**src/wdc_pkg.sv**
```systemverilog
// What this block does
// RQ1: five-bit period select chooses nominal time-out from 1 ms to 256 s.
// RQ2: every reset sets period select to 01011 (1:65536) and soft enable to zero.
// RQ3: code 00000 is 1:32; each higher code doubles, up to 10010 at 1:8388608.
// RQ4: reserved codes 10011 to 11111 act as the minimum 1:32 prescale.
// RQ5: count cleared on reset, clear instruction, sleep entry, wake, osc fail, disable, start-up timer.
// RQ6: mode 00, or mode 01 with soft enable zero, holds the watchdog cleared and off.
// RQ7: on sleep exit clear again and hold clear while the start-up timer runs.
// RQ8: clock source switch or divider change leaves the count untouched.
// RQ9: sleep entry clears the count; if enabled in sleep, counting restarts from zero.
// RQ10: time-out during sleep wakes the device instead of resetting it.
// RQ11: time-out updates expired flag and power-down flag in status.
// RQ12: soft enable acts only in mode 01; ignored in modes 1x and 00.
// RQ13: prescaler counts the independent 31 kHz low-frequency oscillator.
// RQ14: control holds bits 7-6 reading zero, period select 5-1, soft enable 0.
// RQ15: awake and enabled, a missed clear within the period resets the device.
// RQ16: mode 11 always active, mode 10 active awake and off in sleep.
// RQ17: counter of oscillator cycles signals time-out at prescale, restarts after clear.
// RQ18: firmware clears well inside the period, allowing for oscillator tolerance.
package wdc_pkg;

    // ------------------------------------------------------------
    // register map
    // ------------------------------------------------------------
    localparam logic [7:0] ADDR_CONTROL = 8'h00;
    localparam logic [7:0] ADDR_STATUS  = 8'h04;
    localparam logic [7:0] ADDR_MASK    = 8'h08;
    localparam logic [7:0] ADDR_COUNT   = 8'h0c;

    // ------------------------------------------------------------
    // fields and reset values
    // ------------------------------------------------------------
    localparam int         CTL_EN_BIT      = 0;
    localparam int         CTL_PS_LSB      = 1;
    localparam int         PS_W            = 5;
    localparam logic [4:0] PS_RESET        = 5'h0b;
    localparam logic       SOFT_EN_RESET   = 1'b0;
    localparam logic [4:0] PS_MAX_CODE     = 5'h12;
    localparam int         STAT_W          = 2;
    localparam int         STAT_EXPIRED    = 0;
    localparam int         STAT_POWER_DOWN = 1;
    localparam logic [1:0] STAT_RESET      = 2'h0;
    localparam logic [1:0] MASK_RESET      = 2'h0;

    // ------------------------------------------------------------
    // counter sizing
    // ------------------------------------------------------------
    localparam int          CNT_W        = 24;
    localparam logic [23:0] PRESCALE_MIN = 24'h000020;
    localparam logic [23:0] CNT_RESET    = 24'h000000;

    // ------------------------------------------------------------
    // configuration modes
    // ------------------------------------------------------------
    typedef enum logic [1:0] {
        WDC_MODE_OFF    = 2'h0,
        WDC_MODE_SOFT   = 2'h1,
        WDC_MODE_NOSLP  = 2'h2,
        WDC_MODE_ALWAYS = 2'h3
    } wdc_mode_t;

    // prescale for a period select code
    function automatic logic [23:0] prescale_of(input logic [4:0] code);
        logic [23:0] val;
        val = PRESCALE_MIN;
        if (code <= PS_MAX_CODE) begin
            val = PRESCALE_MIN << code;
        end
        return val;
    endfunction

endpackage

```
**src/wdc_cnt_if.sv**
```systemverilog
`timescale 1ns/10ps
`default_nettype none
interface wdc_cnt_if;
    logic        clear;
    logic        run;
    logic        tick;
    logic [4:0]  period_select;
    logic        timeout;
    logic [23:0] count;

    modport ctrl (output clear, output run, output tick, output period_select,
                  input timeout, input count);
    modport cnt  (input clear, input run, input tick, input period_select,
                  output timeout, output count);
endinterface // wdc_cnt_if
`default_nettype wire

```
**src/wdc_counter.sv**
```systemverilog
`timescale 1ns/10ps
`default_nettype none
module wdc_counter (
    input  wire logic core_clk_in,
    input  wire logic reset_in,
    wdc_cnt_if.cnt    bus
);
    logic [23:0] count_ff;
    logic        timeout_ff;
    logic [23:0] limit;

    assign limit = wdc_pkg::prescale_of(bus.period_select); // [RQ3] [RQ4]

    // ------------------------------------------------------------
    // oscillator cycle counter
    // ------------------------------------------------------------
    always_ff @(posedge core_clk_in or posedge reset_in) begin
        if (reset_in) begin
            count_ff   <= wdc_pkg::CNT_RESET;
            timeout_ff <= 1'b0;
        end else begin
            timeout_ff <= 1'b0;
            if (bus.clear) begin
                count_ff <= wdc_pkg::CNT_RESET; // [RQ17]
            end else if (bus.run && bus.tick) begin
                if (count_ff >= limit - 24'h000001) begin
                    // a shortened period takes effect at once
                    count_ff   <= wdc_pkg::CNT_RESET;
                    timeout_ff <= 1'b1; // [RQ17]
                end else begin
                    count_ff <= count_ff + 24'h000001;
                end
            end
        end
    end

    assign bus.count   = count_ff;
    assign bus.timeout = timeout_ff;
endmodule // wdc_counter
`default_nettype wire

```
**src/wdc_sync2.sv**
```systemverilog
`timescale 1ns/10ps
`default_nettype none
module wdc_sync2 (
    input  wire logic core_clk_in,
    input  wire logic reset_in,
    input  wire logic async_in,
    output logic      sync_out
);
    logic meta_ff;
    logic sync_ff;

    always_ff @(posedge core_clk_in or posedge reset_in) begin
        if (reset_in) begin
            meta_ff <= 1'b0;
            sync_ff <= 1'b0;
        end else begin
            meta_ff <= async_in;
            sync_ff <= meta_ff;
        end
    end

    assign sync_out = sync_ff;
endmodule // wdc_sync2
`default_nettype wire

```
**src/wdc_top.sv**
```systemverilog
`timescale 1ns/10ps
`default_nettype none
module wdc_top (
    input  wire logic        core_clk_in,
    input  wire logic        reset_in,
    // apb slave
    input  wire logic        psel,
    input  wire logic        penable,
    input  wire logic        pwrite,
    input  wire logic [7:0]  paddr,
    input  wire logic [31:0] pwdata,
    output logic [31:0]      prdata,
    output logic             pready,
    output logic             pslverr,
    // device side
    input  wire logic        low_freq_internal_osc_in,
    input  wire logic [1:0]  config_mode_bits_in,
    input  wire logic        sleep_in,
    input  wire logic        clear_instruction_in,
    input  wire logic        wake_interrupt_in,
    input  wire logic        osc_fail_in,
    input  wire logic        osc_startup_timer_in,
    output logic             wdt_reset_out,
    output logic             wake_out,
    output logic             irq_out
);
    wdc_cnt_if cnt_bus ();

    logic [4:0]  period_select_ff;
    logic        soft_enable_ff;
    logic [1:0]  status_ff;
    logic [1:0]  mask_ff;
    logic        sleep_ff;
    logic        osc_prev_ff;
    logic        reset_pulse_ff;
    logic        wake_pulse_ff;
    logic [31:0] prdata_ff;
    logic        osc_sync;
    logic        active;
    logic        sleep_edge;
    logic        access;
    logic        wr_ctl;
    logic        wr_stat;
    logic        wr_mask;
    logic        mapped;
    logic [1:0]  set_stat;
    logic [31:0] nxt_prdata;
    wdc_pkg::wdc_mode_t mode;

    // ------------------------------------------------------------
    // oscillator input and tick
    // ------------------------------------------------------------
    // 31 kHz oscillator sampled at 10 MHz; each rising edge is one tick
    wdc_sync2 u_osc_sync (
        .core_clk_in (core_clk_in),
        .reset_in    (reset_in),
        .async_in    (low_freq_internal_osc_in),
        .sync_out    (osc_sync)
    );

    always_ff @(posedge core_clk_in or posedge reset_in) begin
        if (reset_in) begin
            osc_prev_ff <= 1'b0;
        end else begin
            osc_prev_ff <= osc_sync;
        end
    end

    assign cnt_bus.tick = osc_sync && !osc_prev_ff; // [RQ13]

    // ------------------------------------------------------------
    // mode and enable
    // ------------------------------------------------------------
    assign mode = wdc_pkg::wdc_mode_t'(config_mode_bits_in);

    always_comb begin
        active = 1'b0;
        case (mode)
            wdc_pkg::WDC_MODE_ALWAYS: active = 1'b1;          // [RQ16]
            wdc_pkg::WDC_MODE_NOSLP:  active = !sleep_in;     // [RQ16]
            wdc_pkg::WDC_MODE_SOFT:   active = soft_enable_ff; // [RQ12] [RQ6]
            default:                  active = 1'b0;          // [RQ6] [RQ12]
        endcase
    end

    // ------------------------------------------------------------
    // clearing conditions
    // ------------------------------------------------------------
    always_ff @(posedge core_clk_in or posedge reset_in) begin
        if (reset_in) begin
            sleep_ff <= 1'b0;
        end else begin
            sleep_ff <= sleep_in;
        end
    end

    // either edge: entry clears, exit clears again
    assign sleep_edge = sleep_in ^ sleep_ff; // [RQ9] [RQ7]

    // no clock switch or divider input reaches here, so those leave the count alone [RQ8]
    assign cnt_bus.clear = !active
                        || clear_instruction_in
                        || sleep_edge
                        || wake_interrupt_in
                        || osc_fail_in
                        || osc_startup_timer_in; // [RQ5] [RQ7]
    assign cnt_bus.run           = active; // [RQ9]
    assign cnt_bus.period_select = period_select_ff; // [RQ1]

    wdc_counter u_counter (
        .core_clk_in (core_clk_in),
        .reset_in    (reset_in),
        .bus         (cnt_bus.cnt)
    );

    // ------------------------------------------------------------
    // time-out actions
    // ------------------------------------------------------------
    always_ff @(posedge core_clk_in or posedge reset_in) begin
        if (reset_in) begin
            reset_pulse_ff <= 1'b0;
            wake_pulse_ff  <= 1'b0;
        end else begin
            reset_pulse_ff <= cnt_bus.timeout && !sleep_in; // [RQ15]
            wake_pulse_ff  <= cnt_bus.timeout && sleep_in;  // [RQ10]
        end
    end

    assign wdt_reset_out = reset_pulse_ff;
    assign wake_out      = wake_pulse_ff;

    // ------------------------------------------------------------
    // apb decode
    // ------------------------------------------------------------
    assign access  = psel && penable;
    assign pready  = 1'b1;

    always_comb begin
        mapped = 1'b0;
        if (paddr == wdc_pkg::ADDR_CONTROL) begin
            mapped = 1'b1;
        end else if (paddr == wdc_pkg::ADDR_STATUS) begin
            mapped = 1'b1;
        end else if (paddr == wdc_pkg::ADDR_MASK) begin
            mapped = 1'b1;
        end else if (paddr == wdc_pkg::ADDR_COUNT) begin
            mapped = 1'b1;
        end
    end

    assign pslverr = access && !mapped;
    assign wr_ctl  = access && pwrite && (paddr == wdc_pkg::ADDR_CONTROL);
    assign wr_stat = access && pwrite && (paddr == wdc_pkg::ADDR_STATUS);
    assign wr_mask = access && pwrite && (paddr == wdc_pkg::ADDR_MASK);

    // ------------------------------------------------------------
    // control register
    // ------------------------------------------------------------
    // only the system reset restores these; a watchdog reset acts through reset_in
    always_ff @(posedge core_clk_in or posedge reset_in) begin
        if (reset_in) begin
            period_select_ff <= wdc_pkg::PS_RESET;      // [RQ2]
            soft_enable_ff   <= wdc_pkg::SOFT_EN_RESET; // [RQ2]
        end else if (wr_ctl) begin
            period_select_ff <= pwdata[wdc_pkg::CTL_PS_LSB +: wdc_pkg::PS_W]; // [RQ14]
            soft_enable_ff   <= pwdata[wdc_pkg::CTL_EN_BIT];                  // [RQ14]
        end
    end

    // ------------------------------------------------------------
    // status and mask
    // ------------------------------------------------------------
    always_comb begin
        set_stat = 2'h0;
        set_stat[wdc_pkg::STAT_EXPIRED]    = cnt_bus.timeout;             // [RQ11]
        set_stat[wdc_pkg::STAT_POWER_DOWN] = cnt_bus.timeout && sleep_in; // [RQ11]
    end

    always_ff @(posedge core_clk_in or posedge reset_in) begin
        if (reset_in) begin
            status_ff <= wdc_pkg::STAT_RESET;
        end else begin
            // a new event wins over a write-one clear in the same cycle
            status_ff <= (status_ff & ~(wr_stat ? pwdata[1:0] : 2'h0)) | set_stat; // [RQ11]
        end
    end

    always_ff @(posedge core_clk_in or posedge reset_in) begin
        if (reset_in) begin
            mask_ff <= wdc_pkg::MASK_RESET;
        end else if (wr_mask) begin
            mask_ff <= pwdata[1:0];
        end
    end

    assign irq_out = |(status_ff & mask_ff);

    // ------------------------------------------------------------
    // read data
    // ------------------------------------------------------------
    always_comb begin
        nxt_prdata = 32'h0;
        if (paddr == wdc_pkg::ADDR_CONTROL) begin
            nxt_prdata[wdc_pkg::CTL_PS_LSB +: wdc_pkg::PS_W] = period_select_ff; // [RQ14]
            nxt_prdata[wdc_pkg::CTL_EN_BIT]                  = soft_enable_ff;
        end else if (paddr == wdc_pkg::ADDR_STATUS) begin
            nxt_prdata[1:0] = status_ff;
        end else if (paddr == wdc_pkg::ADDR_MASK) begin
            nxt_prdata[1:0] = mask_ff;
        end else if (paddr == wdc_pkg::ADDR_COUNT) begin
            nxt_prdata[23:0] = cnt_bus.count;
        end
    end

    // captured in setup so data stand registered through the access phase
    always_ff @(posedge core_clk_in or posedge reset_in) begin
        if (reset_in) begin
            prdata_ff <= 32'h0;
        end else if (psel && !penable && !pwrite) begin
            prdata_ff <= nxt_prdata;
        end
    end

    assign prdata = prdata_ff;
endmodule // wdc_top
`default_nettype wire

```
**config.mk**
```make
export PLATFORM = sky130hd
export DESIGN_NAME = wdc_top
export DESIGN_NICKNAME = d
export VERILOG_FILES = /design/src/wdc_pkg.sv /design/src/wdc_cnt_if.sv /design/src/wdc_counter.sv /design/src/wdc_sync2.sv /design/src/wdc_top.sv
export SDC_FILE = /design/constraint.sdc
export NUM_CORES = 1
export LEC_CHECK = 0
export BUFFER_PORTS_ARGS = -buffer_cell sky130_fd_sc_hd__buf_4
export CAP_MARGIN = 0
export CORE_MARGIN = 2
export CORE_UTILIZATION = 35
export DETAILED_ROUTE_END_ITERATION = 7
export PLACE_DENSITY = 0.54
export RECOVER_POWER = 25
export SLEW_MARGIN = 15
export SYNTH_ARGS = -nofsm -noshare
export SYNTH_HDL_FRONTEND = slang
export SYNTH_SLANG_ARGS = --single-unit
```
**constraint.sdc**
```tcl
create_clock -name core_clk_in -period 6.74 [get_ports core_clk_in]
set_clock_uncertainty 0.15 [all_clocks]
set_input_delay 1.011 -clock core_clk_in [delete_from_list [all_inputs] [get_ports core_clk_in]]
set_output_delay 1.011 -clock core_clk_in [all_outputs]
set_load 0.01 [all_outputs]
```
Word-level counts from Yosys, hierarchy flattened
Index checks and enable logic that the tools add are counted.
{"block": "classes", "n_lt_le_gt_ge": 2, "n_reduce_logical": 26, "n_eq_ne": 6, "shifts": 1, "n_addsub": 2, "n_bitwise": 5, "mux": 20}
{"op": "24-bit two-way mux", "count": 5}
{"op": "22-bit two-way mux", "count": 2}
{"op": "24-bit by 1-bit adder with 24-bit output (second input constant)", "count": 1}
{"op": "24-bit >= comparator", "count": 1}
{"op": "6-bit by 5-bit left shift with 24-bit output (first input constant)", "count": 1}
{"op": "24-bit by 1-bit subtractor with 24-bit output (second input constant)", "count": 1}
{"op": "18-bit two-way mux", "count": 1}
{"op": "8-bit by 4-bit equality test with 1-bit output (second input constant)", "count": 2}
{"op": "1-bit logical AND", "count": 12}
{"op": "8-bit by 3-bit equality test with 1-bit output (second input constant)", "count": 1}
{"op": "8-bit logical NOT", "count": 1}
{"op": "1-bit two-way mux", "count": 7}
{"op": "1-bit logical NOT", "count": 6}
{"op": "2-bit two-way mux", "count": 3}
{"op": "6-bit two-way mux", "count": 1}
{"op": "5-bit <= comparator (second input constant)", "count": 1}
{"op": "1-bit logical OR", "count": 5}
{"op": "2-bit AND", "count": 2}
{"op": "2-bit equality test (second input constant)", "count": 2}
{"op": "1-bit one-hot mux with 3 select lines", "count": 1}
{"op": "2-bit by 1-bit equality test with 1-bit output (second input constant)", "count": 1}
{"op": "2-bit inverter", "count": 1}
{"op": "2-bit OR", "count": 1}
{"op": "2-bit nonzero test", "count": 1}
{"op": "other kinds (2)", "count": 2}
{"block": "totals", "input_bits": 53, "ff_bits": 65, "elab_cells": 75, "output_inout_bits": 37}

Longest topological paths before layout
Gate-level depths: netlist (run 1).
{"block": "logic_depth", "depth_word": 9, "depth_mapped": 20, "depth_no_buf": 17}

Modules after synthesis
From an unflattened synthesis (run 1), not the netlist that was laid out.
{"block": "hier_totals", "cells_unflattened": 451, "area_unflattened_um2": 3987.6}
{"mod": "wdc_counter", "seq_area_each_um2": 625.6, "area_each_um2": 2189.6, "cells_per_inst": 283, "instances": 1}
{"mod": "wdc_top", "seq_area_each_um2": 954.7, "area_each_um2": 1744.2, "cells_per_inst": 165, "instances": 1}
{"mod": "wdc_sync2", "seq_area_each_um2": 50.0, "area_each_um2": 53.8, "cells_per_inst": 3, "instances": 1}

Worst setup path before layout (run 1)
OpenSTA, ideal clock, no wires.
{"block": "synth_path", "path_type": "reg-to-reg", "start": "register period_select_ff[1] (netlist: cnt_bus.period_select[1])", "end": "register u_counter.count_ff[10] (netlist: u_counter.bus.count[10])", "path_slack_ns": 2.591, "synth_period_minus_slack_ns": 4.149, "setup_time_ns": 0.082, "path_stages_with_launch": 19, "t_required_ns": 6.508, "t_arrival_ns": 3.917, "n_path_buf": 3, "cell_sequence": "dfstp_2 clkbuf_1 or3_1 nor2_1 nand2_1 ha_1 clkbuf_1 or3_1 o21ai_0 a22o_1 a21boi_0 ha_1 a41o_1 a21oi_1 o32ai_1 or3_1 clkbuf_2 or4_1 a31oi_1"}
{"block": "synth_between", "elab_chain_cells": 7, "elab_cells_between_ends": 8}
{"element": "from (decl)", "line_no": "wdc_top.sv:29", "rtl": "logic [4:0] period_select_ff;"}
{"element": "from (signal assigned)", "line_no": "wdc_top.sv:162", "rtl": "period_select_ff <= wdc_pkg::PS_RESET;"}
{"element": "from (signal assigned)", "line_no": "wdc_top.sv:165", "rtl": "period_select_ff <= pwdata[wdc_pkg::CTL_PS_LSB +: wdc_pkg::PS_W];"}
{"element": "5-bit <= comparator or 6-bit by 5-bit left shift with 24-bit output (tied branches)", "line_no": "wdc_pkg.sv:66, wdc_pkg.sv:67"}
{"element": "24-bit two-way mux (*)", "line_no": "wdc_pkg.sv:66", "rtl": "if (code <= PS_MAX_CODE) begin"}
{"element": "24-bit by 1-bit subtractor with 24-bit output (*)", "line_no": "wdc_counter.sv:26", "rtl": "if (count_ff >= limit - 24'h000001) begin"}
{"element": "24-bit >= comparator (*)", "line_no": "wdc_counter.sv:26"}
{"element": "24-bit two-way mux (*)", "line_no": "wdc_counter.sv:26"}
{"element": "24-bit two-way mux (*)", "line_no": "wdc_counter.sv:25", "rtl": "end else if (bus.run && bus.tick) begin"}
{"element": "24-bit two-way mux (*)", "line_no": "wdc_counter.sv:23", "rtl": "if (bus.clear) begin"}
{"element": "to (signal assigned)", "line_no": "wdc_counter.sv:24", "rtl": "count_ff <= wdc_pkg::CNT_RESET;"}
{"element": "to (signal assigned)", "line_no": "wdc_counter.sv:28", "rtl": "count_ff <= wdc_pkg::CNT_RESET;"}
{"element": "to (signal assigned)", "line_no": "wdc_counter.sv:31", "rtl": "count_ff <= count_ff + 24'h000001;"}
{"element": "to (decl)", "line_no": "wdc_counter.sv:8", "rtl": "logic [23:0] count_ff;"}
Mark *: on every way between the ends. The rest lies on a longest branch, timed or not. The select of a mux whose other input is x is not followed.
A chain may end at the register's enable or synchronous reset.

Worst setup path in the final report (run 1)
{"block": "layout_path", "start": "register period_select_ff[2] (netlist: cnt_bus.period_select[2])", "end": "register u_counter.count_ff[23] (netlist: u_counter.bus.count[23])"}
Same word-level chain as after synthesis.

==> impl_metrics.py, run 1 <==
metrics = {
    "placement": {
        "portBuffers": 54,
        "hpwl_um": 6800,
        "globalplace.congestion": 0.752,
    },
    "synth": {
        "ys_dominant_reg_cell": "dfrtp_1",
        "ys_seq_area_frac": 0.424,
        "async_flop_share": 1.00,
        "ys_warn_count": 0,
        "synthCells": 412,
        "synth-seq-cells": 65,
        "synth_cell_type_count": 55,
        "syn_avg_cell_area_um2": 9.34,
        "synth_edf_count": 0,
        "synth_area_um2": 3850,
    },
    "global_route": {
        "grt_usage": 0.176,
        "antenna_found_initial": 0,
        "grt_pass1_wl_um": 16200,
        "grt_pass1_vias": 3099,
        "grt_max_degree": 66,
        "overflow": 0,
    },
    "floorplan": {
        "num_rows": 38,
        "pin_count": 90,
        "die_y_um": 109,
        "coreArea_um2": 10800,
        "die_area_um2": 11800,
        "initial_core_util": 0.356,
        "die_w_um": 109,
    },
    "final_layout": {
        "multi_input_area_um2": 2050,
        "diodes": 0,
        "final_cell_mix": "62 x dfrtp_1, 54 x buf_4, 49 x nand2_1",
        "final_nets": 526,
        "final_layout_size_suffix_gt1_frac": 0.188,
        "mostFrequentLayoutCell": "dfrtp_1",
        "area_growth_pct": 17.6,
        "ff_latch_area_um2": 1630,
        "num-fill-cells": 1034,
    },
    "pwr": {
        "switching_share": 0.258,
        "seq_power_share": 0.489,
        "report.power.total_mw": 0.808,
        "p_leak_nw": 2.05,
        "p_int_mw": 0.600,
        "p_sw_mw": 0.208,
        "pwr-share-clk": 0.429,
        "pwr-share-comb": 0.082,
        "power_density_nw_per_um2": 179,
        "ir_drop_v": 0.0000878,
    },
    "timing": {
        "setup_viol": 0,
        "tightest_slew_ns": 3.57,
        "period_minus_slack_ns": 4.91,
        "slew_viol_final": 66,
        "maxSlewHeadroom": -1.38,
        "max_clock_freq_ghz": 0.204,
        "rsz0062_at_grt": "no",
        "hold_ws_ns": 0.205,
        "hold_viol": 0,
        "fin_crit_sh": 0.728,
        "fin_tns_setup_ns": 0,
    },
    "cts": {
        "tritoncts": "built",
        "cts_max_level": 3,
        "path_clk_slew_ns": 0.08,
        "clock-sinks": 65,
        "postCtsSetupBuffers": 0,
        "clk_path_buf_depth": 2,
        "cts_resized": 0,
        "ctsHoldBuffers": 0,
        "root_buffer": "clkbuf_8",
        "worstSkewPairLatency_ns": 0.35,
        "cts_made_buffers": 9,
    },
    "routing": {
        "drc": 0,
        "num_vias": 3286,
        "antenna_left": 0,
        "routedWlPerCell_um": 16.4,
        "vias_per_cell": 5.50,
        "drt_iter0_drc": 224,
        "wl_um": 9760,
        "drtPass1Iterations": 4,
    },
    "setup_path": {
        "worst-path-max-fanout": 18,
        "reg2regPathDepth": 15,
        "critPathCaptureType": "flip-flop",
        "startpoint_type": "flip-flop",
        "worst-setup-path-type": "reg2reg",
        "worst_ep_required_time_ns": 6.84,
        "crit_path_max_incr_delay_ns": 0.58,
        "path_cells": "nor2_1, nand2_1, a22oi_1, ha_1, nor2_1, nand2_1, nand2_1, a32oi_1, ha_1, and2_1, a221oi_2, o22ai_1, or3_1, or4_1, a31oi_1",
        "cp_top_family": "simple AND/OR/NAND/NOR gates",
        "cpMaxStageDelayCell": "ha_1",
        "cp.arrival_ns": 5.01,
        "path_common_cell": "nand2_1",
        "path_depth": 15,
        "worst-path-buf-inv": 0,
    },
    "status": {
        "status": "finished, violations left",
        "failed_checks": "max-capacitance violations, max-slew violations",
    },
    "worst_hold_path": {
        "hold_path.class": "reg2reg",
        "hold_path_depth": 0,
    },
    "flow_run": {
        "drv_cap": 1,
    },
}
==> stage by stage <==
stage	cells	instance area (um2)	setup WS, ns	utilization
after floorplan	419	3870	2.59	-
after global placement	581	4330	1.95	0.401
after detailed placement	581	4330	1.87	0.401
after CTS	597	4530	1.84	0.420
after global routing	597	4520	1.43	0.419
final	597	4520	1.83	0.419
==> kinds of logic (layout without fill, tap and decap cells) <==
group	after synthesis	after routing	share of synthesized area
AO/OA/AOI/OAI	94	94	0.175
XOR/XNOR	7	7	0.0159
adder cells (fa/ha/maj)	21	21	0.0683
buffers and inverters	46	84	0.0540
flip-flops	65	65	0.424
multiplexers	11	11	0.0377
other	2	9	0.00195
AND/OR/NAND/NOR	166	166	0.223
==> registers in the layout, summed over array words and instances (netlist names) <==
name,cells
prdata,24
mask_ff,2
u_counter.bus.timeout,1
osc_prev_ff,1
sleep_ff,1
u_osc_sync.meta_ff,1
u_counter.bus.count,24
wake_out,1
soft_enable_ff,1
u_osc_sync.sync_out,1
cnt_bus.period_select,5
wdt_reset_out,1
status_ff,2
==> worst reg2reg max path, delay by kind of cell (launching register included) <==
family,cells,cell delay [ns]
and+or+nand+nor,8,2.16
adders and majority gates,2,0.90
DFF,1,0.54
AOI/OAI and AO/OA,5,1.06
==> synthesized netlist by cell type, types with 2 or more instances <==
cell	number	share of area
a21o_1	5	0.0098
a21oi_1	17	0.022
a222oi_1	4	0.010
a22o_1	22	0.050
a22oi_1	4	0.0078
a31oi_1	14	0.023
and2_1	6	0.0098
and3_1	7	0.011
buf_4	9	0.018
clkbuf_1	26	0.025
conb_1	2	0.0020
dfrtp_1	62	0.40
dfstp_2	3	0.020
ha_1	21	0.068
inv_1	10	0.0098
mux2_1	6	0.018
mux2_2	2	0.0059
mux4_2	2	0.012
nand2_1	49	0.048
nand3_1	24	0.031
nand3b_1	2	0.0039
nand4_1	8	0.013
nand4b_1	2	0.0046
nor2_1	23	0.022
nor2b_1	6	0.0098
nor3_1	7	0.0091
nor4_1	7	0.011
o21a_1	3	0.0059
o21ai_0	6	0.0078
o21ai_1	4	0.0052
o21bai_1	4	0.0078
or2_2	2	0.0033
or3_1	5	0.0081
or4_1	12	0.023
xor2_1	6	0.014
==> metal layers <==
layer / global-route usage / vias to the layer above / wire length (um)
met5: 0 / - / 0
met4: 0.0458 / 0 / 93
met3: 0.0383 / 9 / 378
met2: 0.258 / 61 / 4480
met1: 0.261 / 1623 / 4810
li1: - / 1593 / -
==> final timing paths <==
check / from / to / slack (ns)
max in group asynchronous: reset_in / cnt_bus.period_select[2] / 2.53
min in group asynchronous: reset_in / prdata[23] / 1.90
setup / recovery: cnt_bus.period_select[2] / u_counter.bus.count[23] / 1.83
hold / removal: u_osc_sync.meta_ff / u_osc_sync.sync_out / 0.21
setup reg to reg: cnt_bus.period_select[2] / u_counter.bus.count[23] / 1.83
hold reg to reg: u_osc_sync.meta_ff / u_osc_sync.sync_out / 0.21
==> power by group through the flow <==
stage               Combinational, mW  Sequential [mW]  Clock (mW)
global placement               0.0656            0.402           0
CTS                            0.0676            0.395       0.354
global route                   0.0751            0.395       0.374
detailed placement             0.0672            0.402           0
finish                         0.0662            0.395       0.347
floorplan                      0.0469            0.401           0
==> area by class of cell <==
class	count	share of cell area
tap	140	0.0387
clock buffer	10	0.0304
sequential	65	0.360
inverter	10	0.00830
clock inverter	6	0.0149
multi-input combinational	308	0.453
timing repair buffer	58	0.0946
No activity file was read; power rests on OpenSTA's default activity.
==> inputs of run 2 (changes only) <==
--- a/config.mk
+++ b/config.mk
@@ -5,12 +5,13 @@
 export SDC_FILE = /design/constraint.sdc
 export NUM_CORES = 1
 export LEC_CHECK = 0
+export ABC_AREA = 1
 export BUFFER_PORTS_ARGS = -buffer_cell sky130_fd_sc_hd__buf_4
 export CAP_MARGIN = 0
 export CORE_MARGIN = 2
 export CORE_UTILIZATION = 35
 export DETAILED_ROUTE_END_ITERATION = 7
-export PLACE_DENSITY = 0.54
+export PLACE_DENSITY = 0.53
 export RECOVER_POWER = 25
 export SLEW_MARGIN = 15
 export SYNTH_ARGS = -nofsm -noshare
==> constraint.sdc (replaced) <==
create_clock -name core_clk_in -period 4.9 [get_ports core_clk_in]
set_clock_uncertainty 0.15 [all_clocks]
set_input_delay 0.735 -clock core_clk_in [delete_from_list [all_inputs] [get_ports core_clk_in]]
set_output_delay 0.735 -clock core_clk_in [all_outputs]
set_load 0.01 [all_outputs]
==> impl_metrics.py, run 2 <==
metrics = {
    "placement": {
        "dpl-instance-area_um2": 4720,
        "placed_cells": 763,
        "globalplace.congestion": 0.830,
        "portBuffers": 54,
        "hpwl_um": 8330,
        "dp_slack_ns": 0.927,
    },
    "final_layout": {
        "num-fill-cells": 1225,
        "area_growth_pct": 19.0,
        "final_nets": 701,
        "diodes": 0,
        "final_core_util": 0.423,
        "mostFrequentLayoutCell": "nand2_1",
        "finalNonFillerCells": 779,
        "final_cell_mix": "169 x nand2_1, 70 x nor2_1, 62 x dfrtp_1",
        "final_layout_size_suffix_gt1_frac": 0.168,
        "design_area_um2": 5040,
    },
    "timing": {
        "fin_crit_sh": 0.815,
        "hold_viol": 0,
        "slew_viol_final": 42,
        "max_clock_freq_ghz": 0.250,
        "tightest_slew_ns": 2.26,
        "period_minus_slack_ns": 3.99,
        "setup_viol": 0,
        "fin_tns_setup_ns": 0,
        "maxSlewHeadroom": -0.508,
        "fin_ws_ns": 0.906,
        "hold_ws_ns": 0.200,
        "rsz0062_at_grt": "no",
    },
    "global_route": {
        "grt_pass1_wl_um": 18200,
        "overflow": 0,
        "use_met1": 0.234,
        "grt_pass1_vias": 3597,
        "grtUsageMet3": 0.0414,
        "grt_max_degree": 42,
        "antenna_found_initial": 0,
        "grt_usage": 0.179,
        "gr-usage-met2": 0.298,
        "grt-busiest-layer": "met2",
    },
    "cts": {
        "worstSkewPairLatency_ns": 0.33,
        "path_clk_slew_ns": 0.05,
        "postCtsSetupBuffers": 0,
        "tritoncts": "built",
        "clk_path_buf_depth": 2,
        "clock-sinks": 65,
        "cts_resized": 0,
        "ctsHoldBuffers": 0,
        "cts_made_buffers": 9,
        "root_buffer": "clkbuf_16",
        "cts_max_level": 3,
    },
    "setup_path": {
        "crit_path_max_incr_delay_ns": 0.65,
        "path_common_cell": "nand2_1",
        "rrSetupSlack_ns": 0.91,
        "worst-path-max-fanout": 12,
        "reg2regPathDepth": 20,
        "worst-setup-path-type": "reg2reg",
        "cp_top_family": "simple AND/OR/NAND/NOR gates",
        "critPathCaptureType": "flip-flop",
        "path_cells": "nand3_1, nor3_2, o22ai_1, inv_1, ha_1, nand3_1, nor3_4, nand2_2, o21ai_1, nand2_1, ha_1, nand2_1, inv_1, nand2_1, nand2_1, a21oi_1, nand2_1, nor2_2, nand2_1, o21ai_0",
        "worst-path-buf-inv": 2,
        "regToRegEndpoint": "u_counter.bus.count[3]",
        "cpMaxStageDelayCell": "dfstp_2",
        "worst_ep_required_time_ns": 5.00,
        "startpoint_type": "flip-flop",
        "reg2reg_from": "cnt_bus.period_select[1]",
        "cp.arrival_ns": 4.09,
    },
    "synth": {
        "synth-seq-cells": 65,
        "syn_avg_cell_area_um2": 7.37,
        "async_flop_share": 1.00,
        "netlist_top_cells_count": "169 x nand2_1, 70 x nor2_1, 62 x dfrtp_1",
        "ys_dominant_reg_cell": "dfrtp_1",
        "synth_cell_type_count": 40,
        "ys_seq_area_frac": 0.385,
        "yosys.area.top_type": "dfrtp_1",
        "yosysMostFrequentCell": "nand2_1",
        "synth_area_um2": 4230,
        "ys_warn_count": 0,
        "yosysTopAreaCellShare": 0.367,
        "synth_area_leaders": "dfrtp_1 37%, nand2_1 15%, ha_1 6.2%, nor2_1 6.2%, inv_1 5.0%",
        "synthCells": 574,
        "synth_edf_count": 0,
    },
    "floorplan": {
        "num_rows": 40,
        "initial_core_util": 0.355,
        "pin_count": 90,
        "die_area_um2": 13000,
        "die_w_um": 114,
        "die_y_um": 114,
        "coreArea_um2": 11900,
    },
    "status": {
        "failed_checks": "max-capacitance violations, max-slew violations",
        "status": "finished, violations left",
    },
    "worst_hold_path": {
        "hold_path_depth": 0,
        "worstHoldStart": "u_osc_sync.meta_ff",
        "min_to": "u_osc_sync.sync_out",
        "hold_path.class": "reg2reg",
    },
    "pwr": {
        "p_leak_nw": 2.45,
        "ir_drop_v": 0.000189,
        "power_density_nw_per_um2": 260,
        "report.power.total_mw": 1.31,
    },
    "routing": {
        "wl_um": 10800,
        "drt_iter0_drc": 145,
        "drc": 0,
        "drtPass1Iterations": 5,
        "routedWlPerCell_um": 13.8,
        "antenna_left": 0,
        "num_vias": 3798,
        "vias_per_cell": 4.88,
    },
    "flow_run": {
        "drv_cap": 1,
    },
}
==> run 2: power by group <==
part,switching [mW],internal (mW)
combinational,0.0429,0.0252
sequential,0.00346,0.542
clock,0.240,0.458
total,0.286,1.03
==> run 2: area by class of cell <==
| cell class | count | area, um2 | share of cell area |
|---|---|---|---|
| Clock inverter | 5 | 78.8 | 0.0156 |
| Inverter | 64 | 240 | 0.0477 |
| Clock buffer | 11 | 243 | 0.0482 |
| Sequential cell | 65 | 1630 | 0.324 |
| Tap cell | 147 | 184 | 0.0365 |
| Multi-Input combinational cell | 432 | 2260 | 0.448 |
| Timing Repair Buffer | 55 | 405 | 0.0805 |
==> run 2: worst max path at each step <==
stage                        startpoint                 endpoint  slack, ns  cells past startpoint
6_report       cnt_bus.period_select[1]   u_counter.bus.count[3]       0.91                     20
2_1_floorplan  cnt_bus.period_select[1]  u_counter.bus.count[17]       1.51                     22
3_3_place_gp   cnt_bus.period_select[1]   u_counter.bus.count[0]       1.01                     20
4_1_cts        cnt_bus.period_select[1]   u_counter.bus.count[3]       0.92                     20
5_1_grt        cnt_bus.period_select[1]   u_counter.bus.count[0]       0.46                     20
3_5_place_dp   cnt_bus.period_select[1]   u_counter.bus.count[3]       0.93                     20
==> run 2: logic make-up (layout without fill, tap and decap cells) <==
| group | count (synthesis) | in the layout | synth area share |
|---|---|---|---|
| multiplexers | 1 | 1 | 0.00237 |
| AO/OA/AOI/OAI | 51 | 51 | 0.0754 |
| AND/OR/NAND/NOR | 330 | 330 | 0.344 |
| buffers and inverters | 84 | 135 | 0.0878 |
| XOR/XNOR | 20 | 20 | 0.0414 |
| flip-flops | 65 | 65 | 0.385 |
| adder cells (fa/ha/maj) | 21 | 21 | 0.0621 |
| other | 2 | 9 | 0.00177 |
==> run 2: per-layer routing <==
metal	part of all wire	vias up
met5	0	-
met4	0.0041	0
met3	0.040	5
met2	0.48	89
met1	0.47	1766
li1	-	1938
